### src/verilog/pea_cfg.svh
// Behaviour
// Energy read returns accumulator plus sample count
// Input sample averages four AC line cycles
// Output sample averages a 50 ms window
// Input update every four AC cycles, below 100 ms
// Output update every nominal 50 ms
// Direct format, coefficients m=1, R=0, b=0
// Energy reads are block reads with PEC
// Accumulator wraps above 15-bit 7FFFh
// Sample count rises by one per sample
// Host divides accumulator by count, polls fast
// Accumulator, wraps and count snapshot together
// Accumulator reported as two bytes
// Sample count is three-byte unsigned
// Wrap counter is one byte, FFh to 00h
// Readings live while powered; standby output zero
// Host polls between 100 ms and 1 s
// Payload: count 6, acc, wraps, count, PEC
// Reset clears all channel state
`ifndef PEA_CFG_SVH
`define PEA_CFG_SVH
`define PEA_CLK_MHZ        100
`define PEA_OUT_WIN_MS     50
`define PEA_IN_MAX_WIN_MS  100
`define PEA_AC_PER_WIN     2'd3
`define PEA_WIN_W          24
`define PEA_SUBS_LOG2      4
`define PEA_SUBS_NUM       5'd16
`define PEA_ACC_W          15
`define PEA_WRAP_W         8
`define PEA_CNT_W          24
`define PEA_CMD_EIN        8'h86
`define PEA_CMD_EOUT       8'h87
`define PEA_CMD_COEF       8'h30
`define PEA_EN_COUNT       8'h06
`define PEA_CO_COUNT       8'h05
`define PEA_COEF_M         16'h0001
`define PEA_COEF_B         16'h0000
`define PEA_COEF_R         8'h00
`define PEA_EN_LEN         3'd7
`define PEA_CO_LEN         3'd6
`define PEA_CRC_POLY       8'h07
`endif

### src/verilog/pea_pkg.sv
package pea_pkg;
    typedef logic [7:0] pea_byte_type;
    typedef enum logic [2:0] {
        ST_IDLE = 3'b001,
        ST_LOAD = 3'b010,
        ST_SEND = 3'b100
    } pea_rd_state_type;
endpackage : pea_pkg

### src/verilog/pea_chan_if.sv
`timescale 1ns/1ps
`include "pea_cfg.svh"
interface pea_chan_if;
    logic                    windowEnd;   // Window closes, add one sample
    logic [`PEA_WIN_W-1:0]   interval;    // Cycles between sub-samples
    logic [`PEA_ACC_W-1:0]   sample;      // Instantaneous power
    logic                    snapReq;     // Capture snapshot
    logic [`PEA_ACC_W-1:0]   snapPaccum;  // Snapshot accumulator
    logic [`PEA_WRAP_W-1:0]  snapWraps;   // Snapshot wrap count
    logic [`PEA_CNT_W-1:0]   snapCount;   // Snapshot sample count
    modport ctrl (output windowEnd, interval, sample, snapReq, input snapPaccum, snapWraps, snapCount);
    modport chan (input windowEnd, interval, sample, snapReq, output snapPaccum, snapWraps, snapCount);
endinterface : pea_chan_if

### src/verilog/pea_channel.sv
`timescale 1ns/1ps
`include "pea_cfg.svh"
module pea_channel (
    input  wire logic  clock,  // System clock
    input  wire logic  nrst,   // Async reset, active low
    pea_chan_if.chan   bus     // Window control and snapshot
);
    import pea_pkg::*;
    logic [`PEA_WIN_W-1:0]                subCnt_r, subCnt_nxt;
    logic [4:0]                           taken_r, taken_nxt;
    logic [`PEA_ACC_W+`PEA_SUBS_LOG2-1:0] subSum_r, subSum_nxt;
    logic [`PEA_ACC_W-1:0]                paccum_r, paccum_nxt, psample;
    logic [`PEA_WRAP_W-1:0]               wraps_r, wraps_nxt;
    logic [`PEA_CNT_W-1:0]                count_r, count_nxt;
    logic [`PEA_ACC_W-1:0]                snapP_r, snapP_nxt;
    logic [`PEA_WRAP_W-1:0]               snapW_r, snapW_nxt;
    logic [`PEA_CNT_W-1:0]                snapC_r, snapC_nxt;
    logic [`PEA_ACC_W:0]                  sum;

    // Sub-sampling, averaging and accumulation
    always_comb begin
        subCnt_nxt = subCnt_r + 1'b1;
        taken_nxt  = taken_r;
        subSum_nxt = subSum_r;
        paccum_nxt = paccum_r;
        wraps_nxt  = wraps_r;
        count_nxt  = count_r;
        psample    = subSum_r[`PEA_ACC_W+`PEA_SUBS_LOG2-1:`PEA_SUBS_LOG2];  // Mean of 16 points, see R2
        sum        = {1'b0, paccum_r} + {1'b0, psample};
        if (bus.windowEnd) begin
            subCnt_nxt = '0;
            taken_nxt  = '0;
            subSum_nxt = '0;
            paccum_nxt = sum[`PEA_ACC_W-1:0];                  // Keep low 15 bits
            if (sum[`PEA_ACC_W])
                wraps_nxt = wraps_r + 1'b1;                    // FFh rolls to 00h
            count_nxt = count_r + 1'b1;                        // see R9
        end else if ((taken_r == '0 || subCnt_r >= bus.interval) && taken_r < `PEA_SUBS_NUM) begin
            subCnt_nxt = {{(`PEA_WIN_W-1){1'b0}}, 1'b1};      // First point at window start, then every interval
            taken_nxt  = taken_r + 1'b1;
            subSum_nxt = subSum_r + {{`PEA_SUBS_LOG2{1'b0}}, bus.sample};
        end
    end

    // Snapshot takes all three next values at once
    always_comb begin
        snapP_nxt = snapP_r;
        snapW_nxt = snapW_r;
        snapC_nxt = snapC_r;
        if (bus.snapReq) begin
            snapP_nxt = paccum_nxt;
            snapW_nxt = wraps_nxt;
            snapC_nxt = count_nxt;
        end
    end

    // State registers, cleared on reset
    always_ff @(posedge clock or negedge nrst) begin
        if (!nrst) begin
            subCnt_r <= '0;
            taken_r  <= '0;
            subSum_r <= '0;
            paccum_r <= '0;
            wraps_r  <= '0;
            count_r  <= '0;
            snapP_r  <= '0;
            snapW_r  <= '0;
            snapC_r  <= '0;
        end else begin
            subCnt_r <= subCnt_nxt;
            taken_r  <= taken_nxt;
            subSum_r <= subSum_nxt;
            paccum_r <= paccum_nxt;
            wraps_r  <= wraps_nxt;
            count_r  <= count_nxt;
            snapP_r  <= snapP_nxt;
            snapW_r  <= snapW_nxt;
            snapC_r  <= snapC_nxt;
        end
    end

    assign bus.snapPaccum = snapP_r;
    assign bus.snapWraps  = snapW_r;
    assign bus.snapCount  = snapC_r;
endmodule : pea_channel

### src/verilog/pea_accumulator.sv
`timescale 1ns/1ps
`include "pea_cfg.svh"
module pea_accumulator #(
    parameter int        OUT_WIN_CYC = `PEA_OUT_WIN_MS * `PEA_CLK_MHZ * 1000,
    parameter int        IN_MAX_CYC  = `PEA_IN_MAX_WIN_MS * `PEA_CLK_MHZ * 1000,
    parameter logic [6:0] DEV_ADDR   = 7'h10   // Arbitrary bus address
) (
    input  wire logic                    clock,       // 100 MHz clock
    input  wire logic                    nrst,        // Async reset, active low
    input  wire logic                    acZeroCross, // AC line cycle pulse, pin
    input  wire logic                    standby,     // Main output off, pin
    input  wire logic [`PEA_ACC_W-1:0]   inPower,     // Instantaneous input power
    input  wire logic [`PEA_ACC_W-1:0]   outPower,    // Instantaneous output power
    input  wire logic                    rdStart,     // Read command pulse
    input  wire pea_pkg::pea_byte_type   rdCmd,       // Command code
    input  wire logic                    txReady,     // Byte taken by bus shifter
    output logic [7:0]                   txByte,      // Byte to send
    output logic                         txValid,     // Byte valid
    output logic                         txLast,      // Byte is the PEC
    output logic                         rdRefused    // Unknown command pulse
);
    import pea_pkg::*;

    localparam logic [`PEA_WIN_W-1:0] OUT_LAST = `PEA_WIN_W'(OUT_WIN_CYC - 1);
    localparam logic [`PEA_WIN_W-1:0] IN_LAST  = `PEA_WIN_W'(IN_MAX_CYC - 2);
    localparam logic [`PEA_WIN_W-1:0] OUT_IVL  = `PEA_WIN_W'(OUT_WIN_CYC >> `PEA_SUBS_LOG2);
    localparam logic [15:0]           COEF_M   = `PEA_COEF_M;  // Named so its bytes can be selected
    localparam logic [15:0]           COEF_B   = `PEA_COEF_B;

    // Pin synchronisers
    logic acS1_r, acS2_r, acS3_r, stS1_r, stS2_r;
    always_ff @(posedge clock or negedge nrst) begin
        if (!nrst) begin
            acS1_r <= 1'b0;
            acS2_r <= 1'b0;
            acS3_r <= 1'b0;
            stS1_r <= 1'b0;
            stS2_r <= 1'b0;
        end else begin
            acS1_r <= acZeroCross;
            acS2_r <= acS1_r;
            acS3_r <= acS2_r;
            stS1_r <= standby;
            stS2_r <= stS1_r;
        end
    end
    logic acEdge;
    assign acEdge = acS2_r & ~acS3_r;

    // Window timing for both channels
    logic [1:0]            acCnt_r, acCnt_nxt;
    logic [`PEA_WIN_W-1:0] inCyc_r, inCyc_nxt, inLen_r, inLen_nxt;
    logic [`PEA_WIN_W-1:0] outCyc_r, outCyc_nxt;
    logic                  inEnd, outEnd;
    always_comb begin
        inEnd      = (acEdge && acCnt_r == `PEA_AC_PER_WIN) || inCyc_r == IN_LAST;
        outEnd     = outCyc_r == OUT_LAST;
        acCnt_nxt  = acEdge ? acCnt_r + 1'b1 : acCnt_r;
        inCyc_nxt  = inCyc_r + 1'b1;
        inLen_nxt  = inLen_r;
        outCyc_nxt = outEnd ? '0 : outCyc_r + 1'b1;
        if (inEnd) begin
            acCnt_nxt = '0;
            inCyc_nxt = '0;
            inLen_nxt = inCyc_r + 1'b1;     // Spreads next window's points
        end
    end
    always_ff @(posedge clock or negedge nrst) begin
        if (!nrst) begin
            acCnt_r  <= '0;
            inCyc_r  <= '0;
            inLen_r  <= '0;
            outCyc_r <= '0;
        end else begin
            acCnt_r  <= acCnt_nxt;
            inCyc_r  <= inCyc_nxt;
            inLen_r  <= inLen_nxt;
            outCyc_r <= outCyc_nxt;
        end
    end

    // Read engine state
    pea_rd_state_type      state_r, state_nxt;
    logic                  chSel_r, chSel_nxt;
    logic [2:0]            idx_r, idx_nxt, len_r, len_nxt;
    pea_byte_type          cmd_r, cmd_nxt, crc_r, crc_nxt;
    pea_byte_type          buf_r [7];
    pea_byte_type          buf_nxt [7];
    logic [7:0]            txByte_r, txByte_nxt;
    logic                  txValid_r, txValid_nxt, txLast_r, txLast_nxt, refused_r, refused_nxt;
    logic                  snapReq [2];
    logic                  winEnd [2];
    logic [`PEA_WIN_W-1:0] ivl [2];
    logic [`PEA_ACC_W-1:0] smp [2];
    logic [`PEA_ACC_W-1:0] sPaccum [2];
    logic [`PEA_WRAP_W-1:0] sWraps [2];
    logic [`PEA_CNT_W-1:0]  sCount [2];
    logic [2:0]            idxInc;
    logic                  isEnergy;

    assign winEnd[0] = inEnd;
    assign winEnd[1] = outEnd;
    assign ivl[0]    = inLen_r >> `PEA_SUBS_LOG2;
    assign ivl[1]    = OUT_IVL;
    assign smp[0]    = inPower;
    assign smp[1]    = stS2_r ? '0 : outPower;  // Output off reads zero

    // One accumulator channel each for input and output
    genvar g;
    generate
        for (g = 0; g < 2; g++) begin : g_chan
            pea_chan_if chIf ();
            assign chIf.windowEnd = winEnd[g];
            assign chIf.interval  = ivl[g];
            assign chIf.sample    = smp[g];
            assign chIf.snapReq   = snapReq[g];
            assign sPaccum[g]     = chIf.snapPaccum;
            assign sWraps[g]      = chIf.snapWraps;
            assign sCount[g]      = chIf.snapCount;
            pea_channel u_chan (
                .clock (clock),
                .nrst  (nrst),
                .bus   (chIf.chan)
            );
        end
    endgenerate

    // CRC-8 step for the packet error code
    function automatic pea_byte_type crc8(input pea_byte_type c, input pea_byte_type d);
        pea_byte_type r;
        r = c ^ d;
        for (int i = 0; i < 8; i++) begin
            r = r[7] ? ((r << 1) ^ `PEA_CRC_POLY) : (r << 1);
        end
        return r;
    endfunction : crc8

    // Read sequencing: snapshot, load payload, stream bytes, then PEC
    always_comb begin
        state_nxt   = state_r;
        chSel_nxt   = chSel_r;
        idx_nxt     = idx_r;
        len_nxt     = len_r;
        cmd_nxt     = cmd_r;
        crc_nxt     = crc_r;
        buf_nxt     = buf_r;
        txByte_nxt  = txByte_r;
        txValid_nxt = txValid_r;
        txLast_nxt  = txLast_r;
        refused_nxt = 1'b0;
        snapReq[0]  = 1'b0;
        snapReq[1]  = 1'b0;
        idxInc      = idx_r + 1'b1;
        isEnergy    = rdCmd == `PEA_CMD_EIN || rdCmd == `PEA_CMD_EOUT;
        case (state_r)
            ST_IDLE: begin
                if (rdStart) begin
                    if (isEnergy || rdCmd == `PEA_CMD_COEF) begin
                        cmd_nxt   = rdCmd;
                        chSel_nxt = rdCmd == `PEA_CMD_EOUT;
                        snapReq[0] = rdCmd == `PEA_CMD_EIN;
                        snapReq[1] = rdCmd == `PEA_CMD_EOUT;
                        state_nxt = ST_LOAD;
                    end else begin
                        refused_nxt = 1'b1;
                    end
                end
            end
            ST_LOAD: begin
                if (cmd_r == `PEA_CMD_COEF) begin
                    buf_nxt[0] = `PEA_CO_COUNT;
                    buf_nxt[1] = COEF_M[7:0];
                    buf_nxt[2] = COEF_M[15:8];
                    buf_nxt[3] = COEF_B[7:0];
                    buf_nxt[4] = COEF_B[15:8];
                    buf_nxt[5] = `PEA_COEF_R;
                    buf_nxt[6] = 8'h00;
                    len_nxt    = `PEA_CO_LEN;
                end else begin
                    buf_nxt[0] = `PEA_EN_COUNT;                // see R17
                    buf_nxt[1] = sPaccum[chSel_r][7:0];
                    buf_nxt[2] = {1'b0, sPaccum[chSel_r][14:8]};
                    buf_nxt[3] = sWraps[chSel_r];
                    buf_nxt[4] = sCount[chSel_r][7:0];
                    buf_nxt[5] = sCount[chSel_r][15:8];
                    buf_nxt[6] = sCount[chSel_r][23:16];
                    len_nxt    = `PEA_EN_LEN;
                end
                crc_nxt     = crc8(crc8(crc8(8'h00, {DEV_ADDR, 1'b0}), cmd_r), {DEV_ADDR, 1'b1});
                idx_nxt     = '0;
                txByte_nxt  = buf_nxt[0];
                txValid_nxt = 1'b1;
                txLast_nxt  = 1'b0;
                state_nxt   = ST_SEND;
            end
            ST_SEND: begin
                if (txReady) begin
                    crc_nxt = crc8(crc_r, txByte_r);
                    if (txLast_r) begin
                        txValid_nxt = 1'b0;
                        txLast_nxt  = 1'b0;
                        state_nxt   = ST_IDLE;
                    end else if (idxInc == len_r) begin
                        idx_nxt    = idxInc;
                        txByte_nxt = crc_nxt;                  // PEC closes the block
                        txLast_nxt = 1'b1;
                    end else begin
                        idx_nxt    = idxInc;
                        txByte_nxt = buf_r[idxInc];
                    end
                end
            end
            default: begin
                state_nxt = ST_IDLE;
            end
        endcase
    end

    always_ff @(posedge clock or negedge nrst) begin
        if (!nrst) begin
            state_r   <= ST_IDLE;
            chSel_r   <= 1'b0;
            idx_r     <= '0;
            len_r     <= '0;
            cmd_r     <= '0;
            crc_r     <= '0;
            buf_r     <= '{default: 8'h00};
            txByte_r  <= '0;
            txValid_r <= 1'b0;
            txLast_r  <= 1'b0;
            refused_r <= 1'b0;
        end else begin
            state_r   <= state_nxt;
            chSel_r   <= chSel_nxt;
            idx_r     <= idx_nxt;
            len_r     <= len_nxt;
            cmd_r     <= cmd_nxt;
            crc_r     <= crc_nxt;
            buf_r     <= buf_nxt;
            txByte_r  <= txByte_nxt;
            txValid_r <= txValid_nxt;
            txLast_r  <= txLast_nxt;
            refused_r <= refused_nxt;
        end
    end

    assign txByte    = txByte_r;
    assign txValid   = txValid_r;
    assign txLast    = txLast_r;
    assign rdRefused = refused_r;
endmodule : pea_accumulator

### config.mk
export PLATFORM = sky130hd
export DESIGN_NAME = pea_accumulator
export DESIGN_NICKNAME = d
export VERILOG_FILES = /design/src/verilog/pea_pkg.sv /design/src/verilog/pea_chan_if.sv /design/src/verilog/pea_channel.sv /design/src/verilog/pea_accumulator.sv
export VERILOG_INCLUDE_DIRS = /design/src /design/src/verilog
export SDC_FILE = /design/constraint.sdc
export NUM_CORES = 1
export LEC_CHECK = 0
export ABC_AREA = 1
export BUFFER_PORTS_ARGS = -buffer_cell sky130_fd_sc_hd__buf_2
export CORE_MARGIN = 10
export CORE_UTILIZATION = 53
export CTS_CLUSTER_SIZE = 10
export DETAILED_ROUTE_END_ITERATION = 8
export HOLD_SLACK_MARGIN = 0.02
export MAX_ROUTING_LAYER = met4
export PLACE_DENSITY = 0.75
export SETUP_SLACK_MARGIN = 0.2
export SLEW_MARGIN = 40
export SYNTH_ARGS = -nofsm -noshare
export SYNTH_HDL_FRONTEND = slang
export SYNTH_SLANG_ARGS = --single-unit
### constraint.sdc
create_clock -name clock -period 4.2 [get_ports clock]
set_input_delay 0.21 -clock clock [delete_from_list [all_inputs] [get_ports clock]]
set_output_delay 0.21 -clock clock [all_outputs]
set_load 0.005 [all_outputs]
After elaboration in Yosys (flattened, before gate mapping)
Cells that the tools add are included.
W data, S select, Z words.
{ "totals": {"word_cells": 222, "ff_bits": 456, "input_bits": 44, "out_inout_bits": 11} }
{ "classes": {"mux": 90, "n_eq_ne": 16, "add_sub_neg": 16, "reduce_logical": 19, "bitwise_logic": 31, "order_cmp": 6} }
{ "ops": {"columns": ["op", "n"], "rows": [
  ["$mux W24", 11],
  ["$add A24 B1 Y24 const B", 6],
  ["$mux W8", 13],
  ["$mux W15", 6],
  ["$mux W3", 30],
  ["$mux W19", 4],
  ["$not A3 Y3", 25],
  ["$mux W50", 1],
  ["$add A19 B15 Y19", 2],
  ["$add A15 B15 Y16", 2],
  ["$pmux W8 S2", 2],
  ["$bmux W8 S3", 1],
  ["$eq A24 B23 Y1 const B", 1],
  ["$eq A24 B24 Y1 const B", 1],
  ["$ge A24 B19 Y1 const B", 1],
  ["$ge A24 B20 Y1", 1],
  ["$mux W5", 4],
  ["$add A8 B1 Y8 const B", 2],
  ["$eq A8 B6 Y1 const B", 2],
  ["$eq A8 B8 Y1 const B", 2],
  ["$add A5 B1 Y5 const B", 2],
  ["$logic_not A5 Y1", 2],
  ["$lt A5 B5 Y1 const B", 2],
  ["$mux W2", 5],
  ["26 further kinds", 50]
]} }

Logic depth before layout (Yosys ltp)
{ "logic_depth": {"depth_word": 34, "mapped_depth": 15, "depth_no_buf": 15} }

Cells and area by module
Synthesis repeated with hierarchy kept, for this count alone.
{ "hier_totals": {"hier_cells": 3426, "hier_area_um2": 26230.2} }
{ "modules_own_cells": {"columns": ["module", "cells_per_inst", "instances", "seq_area_each_um2", "area_per_inst_um2"], "rows": [
  ["pea_accumulator", 1157, 1, 3980.1, 8799.7],
  ["pea_channel at g_chan[0].u_chan", 1138, 1, 3553.4, 8745.9],
  ["pea_channel at g_chan[1].u_chan", 1131, 1, 3553.4, 8684.6]
]} }

Worst setup path after synthesis
No wires, ideal clock.
{ "synth_timing": {"kind": "register to register", "start": "register stS2_r", "end": "register g_chan[1].u_chan.subSum_r[16]", "t_required_ps": 4117, "setup_slack_ps": 2005, "arrival_time_ps": 2113, "n_path_buf": 1, "setup_time_ps": 83, "synth_period_minus_slack_ps": 2195, "path_stages_with_launch": 14, "path_cell_list": "dfrtp_1 clkbuf_1 nor2_1 ha_1 fa_1 nand3_1 nand3_1 nand3_1 nand2_1 nand2_1 nand2_1 nand2_1 nand3_1 o21ai_0"} }
{ "synth_via": {"elab_chain_len": 4} }
{ "synth_lines": {"columns": ["element", "line_no", "text"], "rows": [
  ["start, declared", "pea_accumulator.sv:31", "logic acS1_r, acS2_r, acS3_r, stS1_r, stS2_r;"],
  ["start signal, assigned", "pea_accumulator.sv:44", "stS2_r <= stS1_r;"],
  ["$mux W15", "pea_accumulator.sv:106", "assign smp[1] = stS2_r ? '0 : outPower;"],
  ["$add A19 B15 Y19", "pea_channel.sv:41", "subSum_nxt = subSum_r + {{`PEA_SUBS_LOG2{1'b0}}, bus.sample};"],
  ["$mux W19", "pea_channel.sv:38", "end else if ((taken_r == '0 || subCnt_r >= bus.interval) && taken_r < `PEA_SUBS_NUM) begin"],
  ["$mux W19", "pea_channel.sv:30", "if (bus.windowEnd) begin"],
  ["end signal, assigned", "pea_channel.sv:72", "subSum_r <= subSum_nxt;"],
  ["end, declared", "pea_channel.sv:11", "logic [`PEA_ACC_W+`PEA_SUBS_LOG2-1:0] subSum_r, subSum_nxt;"]
]} }
No other way between the ends. The select of a mux whose other input is x is not followed.
A chain may end at the register's enable or synchronous reset.

Worst setup path in the final report
{ "layout_timing": {"start": "register g_chan[0].u_chan.subCnt_r[15]", "end": "register g_chan[0].u_chan.subSum_r[17]"} }
{ "layout_via": {"elab_chain_len": 4} }
{ "layout_lines": {"columns": ["element", "line_no", "text"], "rows": [
  ["start, declared", "pea_channel.sv:9", "logic [`PEA_WIN_W-1:0] subCnt_r, subCnt_nxt;"],
  ["start signal, assigned", "pea_channel.sv:70", "subCnt_r <= subCnt_nxt;"],
  ["$ge A24 B20 Y1", "pea_channel.sv:38", null],
  ["$logic_or A1 B1 Y1", "pea_channel.sv:38", null],
  ["$logic_and A1 B1 Y1 (no source line)", null, null],
  ["$reduce_bool A2 Y1 (no source line)", null, null],
  ["end signal, assigned", "pea_channel.sv:72", null],
  ["end, declared", "pea_channel.sv:11", null]
]} }
No other way between the ends.

==> impl_metrics.json <==
{
  "fill_cells": 4565,
  "synth_ff_type": "dfrtp_1",
  "grt_usage_pct": 22.25,
  "holdPathStages": 6,
  "hpwl_mm": 46.06,
  "die_height_um": 242.2,
  "dr.first_iter.drc_count": 1608,
  "synth_nets": 3628,
  "clk_pin_slew_ps": 60,
  "critPathMaxFanout": 28,
  "avgSynthCellArea_um2": 7.517,
  "cap_violations": 0,
  "max_slew_margin_pct": 50.84,
  "min_period_ps": 2693,
  "yosysSeqAreaShare_pct": 42.37,
  "cts_max_level": 2,
  "end_kind": "flip-flop",
  "wl_met1_mm": 30.42,
  "wl_met2_mm": 29.07,
  "gp_congestion": 0.9397,
  "power.density_nw_per_um2": 504.5,
  "fmax_ghz": 0.3713,
  "dr_wl_met3_mm": 2.541,
  "dr.max_layer_used": "met4",
  "worst-r2r-cell-count": 10,
  "finClkSkew_ps": 15.96,
  "crit_type": "flip-flop to flip-flop",
  "synth_cell_types": 57,
  "seqCellArea_um2": 11090,
  "grt_pass1_wl_mm": 107.2,
  "antenna_found_initial": 0,
  "crit_chain": "ha_1 > a21o_1 > nor2_1 > nand2_1 > a21oi_1 > nand2_1 > nand2_2 > nand2_2 > nand2_1 > nand2_1",
  "start_util_pct": 53.57,
  "peakVddDrop_mv": 0.3742,
  "cts_sinks": 443,
  "syn-cell-area_um2": 26170,
  "drc": 0,
  "critPathMaxStageDelay_ps": 480,
  "status": "finished, final reports clean",
  "grt_max_degree": 106,
  "period_share_pct": 64.12,
  "crit_top_cell": "nand2_1",
  "synth_commonest_cells": "1020 x nand2_1, 442 x dfrtp_1, 417 x inv_1, 388 x nor2_1, 211 x nand3_1",
  "root_buffer": "clkbuf_16",
  "setup_viol": 0,
  "detail_route.wl_per_cell_um": 14.98,
  "die_w_um": 242.2,
  "grt_remaining_overflow": 0,
  "fin_tns_setup_ps": 0,
  "io_buffers": 54,
  "cp_slowest_cell": "nand2_2",
  "hold_viol_final": 0,
  "drive_gt1_share_pct": 6.489,
  "clock_latency_ps": 600,
  "drtAntennaViolNets": 0,
  "synthTopCellsByArea": "dfrtp_1 42%, nand2_1 15%, inv_1 6.0%",
  "slew_violations": 0,
  "synth_edf_count": 0,
  "yosysMostFrequentCell": "nand2_1",
  "p_leak_nw": 14.45,
  "wl_mm": 63.27,
  "vias_per_cell": 5.274,
  "ys_warn_count": 0,
  "total_power_mw": 14.49,
  "ys_seq_elements": 443,
  "vias": 22280,
  "multi_input_area_um2": 12980,
  "ios": 55,
  "synth_top_cell_area_share_pct": 42.27,
  "firstDrtPassIters": 8,
  "clk_path_buf_depth": 3,
  "rsz0062_at_grt": "false",
  "grt_pass1_vias": 21420,
  "yosys.area.top_type": "dfrtp_1",
  "nets": 3674,
  "cp.required_ps": 4680,
  "worstPathArrival_ps": 3170,
  "synth_cells": 3481,
  "cts_tree": "built",
  "tightest_slew_ps": 735.0,
  "cp-start-kind": "flip-flop",
  "hold_class": "primary input to flip-flop",
  "die_area_um2": 58660,
  "numCtsBuffers": 54,
  "core_um2": 48850,
  "placementRows": 81,
  "synthArstFlopShare_pct": 100.0,
  "antenna_cells": 0,
  "area_growth_syn_to_layout_pct": 9.778
}
==> layout make-up <==
| class | count | area share [%] |
|---|---|---|
| multi-input cells | 2518 | 45.18 |
| flip-flops and latches | 443 | 38.60 |
| inverters | 429 | 5.654 |
| clock buffers | 81 | 5.488 |
| well taps | 664 | 2.892 |
| repair buffers | 81 | 1.947 |
| clock inverters | 8 | 0.2352 |
==> kinds of logic (layout without fill, tap and decap cells) <==
group           Yosys count  in the layout  share of synthesized area [%]
fa+ha+maj               103            103                          5.040
xor+xnor                162            162                          5.480
flops                   443            443                          42.37
simple gates           1886           1886                          30.80
buf+inv                 520            599                          8.062
mux                      18             18                         0.6886
compound gates          349            349                          7.560
==> path summary, 6_finish.rpt <==
kind | slack (ps) | startpoint | endpoint
worst max-delay path | 1510 | g_chan[0].u_chan.subCnt_r[15] | g_chan[0].u_chan.subSum_r[17]
worst min-delay path | 60 | outPower[0] | g_chan[1].u_chan.subSum_r[0]
worst max register to register | 1510 | g_chan[0].u_chan.subCnt_r[15] | g_chan[0].u_chan.subSum_r[17]
worst min register to register | 350 | acS1_r | acS2_r
max in group asynchronous | 2840 | nrst | inCyc_r[21]
min in group asynchronous | 180 | nrst | outCyc_r[23]
==> per-layer routing <==
layer | track usage [%] | vias up
li1 | - | 11220
met1 | 30.62 | 10530
met2 | 34.61 | 434
met3 | 2.535 | 93
met4 | 5.585 | 0
met5 | - | -
==> cells in the final DEF, fill, tap and decap left out, types with 5 or more instances in the layout <==
cell type and count:
clkinv_2 7, nand2_2 15, a21oi_1 82, mux2i_1 18, o21bai_1 5, dfrtp_1 441, ha_1 99, nand3_1 211
buf_2 53, o21ai_1 26, dlygate4sd3_1 9, and2_1 32, xor2_1 104, clkbuf_16 57, nor2_1 388, buf_4 13
inv_1 417, o221ai_1 8, o22ai_1 9, nor3_4 5, nand3b_1 15, nor3_1 68, nor4_1 11, or2_2 23
a31oi_1 13, nand2_1 1020, clkbuf_8 6, nand4_1 73, inv_2 10, o32ai_1 23, o21ai_2 11, o21ai_0 159
xnor2_1 56, clkbuf_1 18
==> flip-flops by register name (all words and copies together), names as in the netlist, 2 cells and up <==
register	cells
g_chan.u_chan.subCnt_r	48
g_chan.u_chan.paccum_r	30
g_chan.u_chan.bus.snapWraps	16
idx_r	3
g_chan.u_chan.wraps_r	16
crc_r	8
g_chan.u_chan.subSum_r	38
state_r	3
g_chan.u_chan.bus.snapCount	48
inLen_r	20
len_r	2
buf_r	48
g_chan.u_chan.count_r	48
cmd_r	8
g_chan.u_chan.bus.snapPaccum	30
g_chan.u_chan.taken_r	10
acCnt_r	2
inCyc_r	24
outCyc_r	24
txByte	8
==> metrics by stage <==
stage	area, um2	std cells	hold slack (ps)	util, %	setup WS (ps)
after CTS	28720	4224	31.37	58.80	1498
after global routing	28730	4224	99.21	58.80	1238
final	28730	4224	56.07	58.80	1507
after global placement	26970	4125	223.1	55.22	1572
after detailed placement	26990	4126	227.9	55.25	1545
after floorplan	26170	3481	-85.59	-	2005
==> critical path: cells and delay by family (launching register included) <==
kind / cells / cell delay, ps
adder cells (fa/ha/maj): 1 / 340
flip-flops: 1 / 430
AO/OA/AOI/OAI: 2 / 320
AND/OR/NAND/NOR: 7 / 1470
==> where the power goes <==
group	internal (mW)	total [mW]	switching, mW
Sequential	4.73	5.14	0.414
Combinational	1.72	4.95	3.22
Clock	2.62	4.40	1.79
Total	9.07	14.5	5.42
==> timing repair <==
item,in CTS,in global routing
gates resized for setup,0,0
setup endpoints to repair,0,0
hold buffers,9,0
setup buffers,0,0
endpoints found under the hold margin,87,0
No activity file was read; power rests on OpenSTA's default activity.
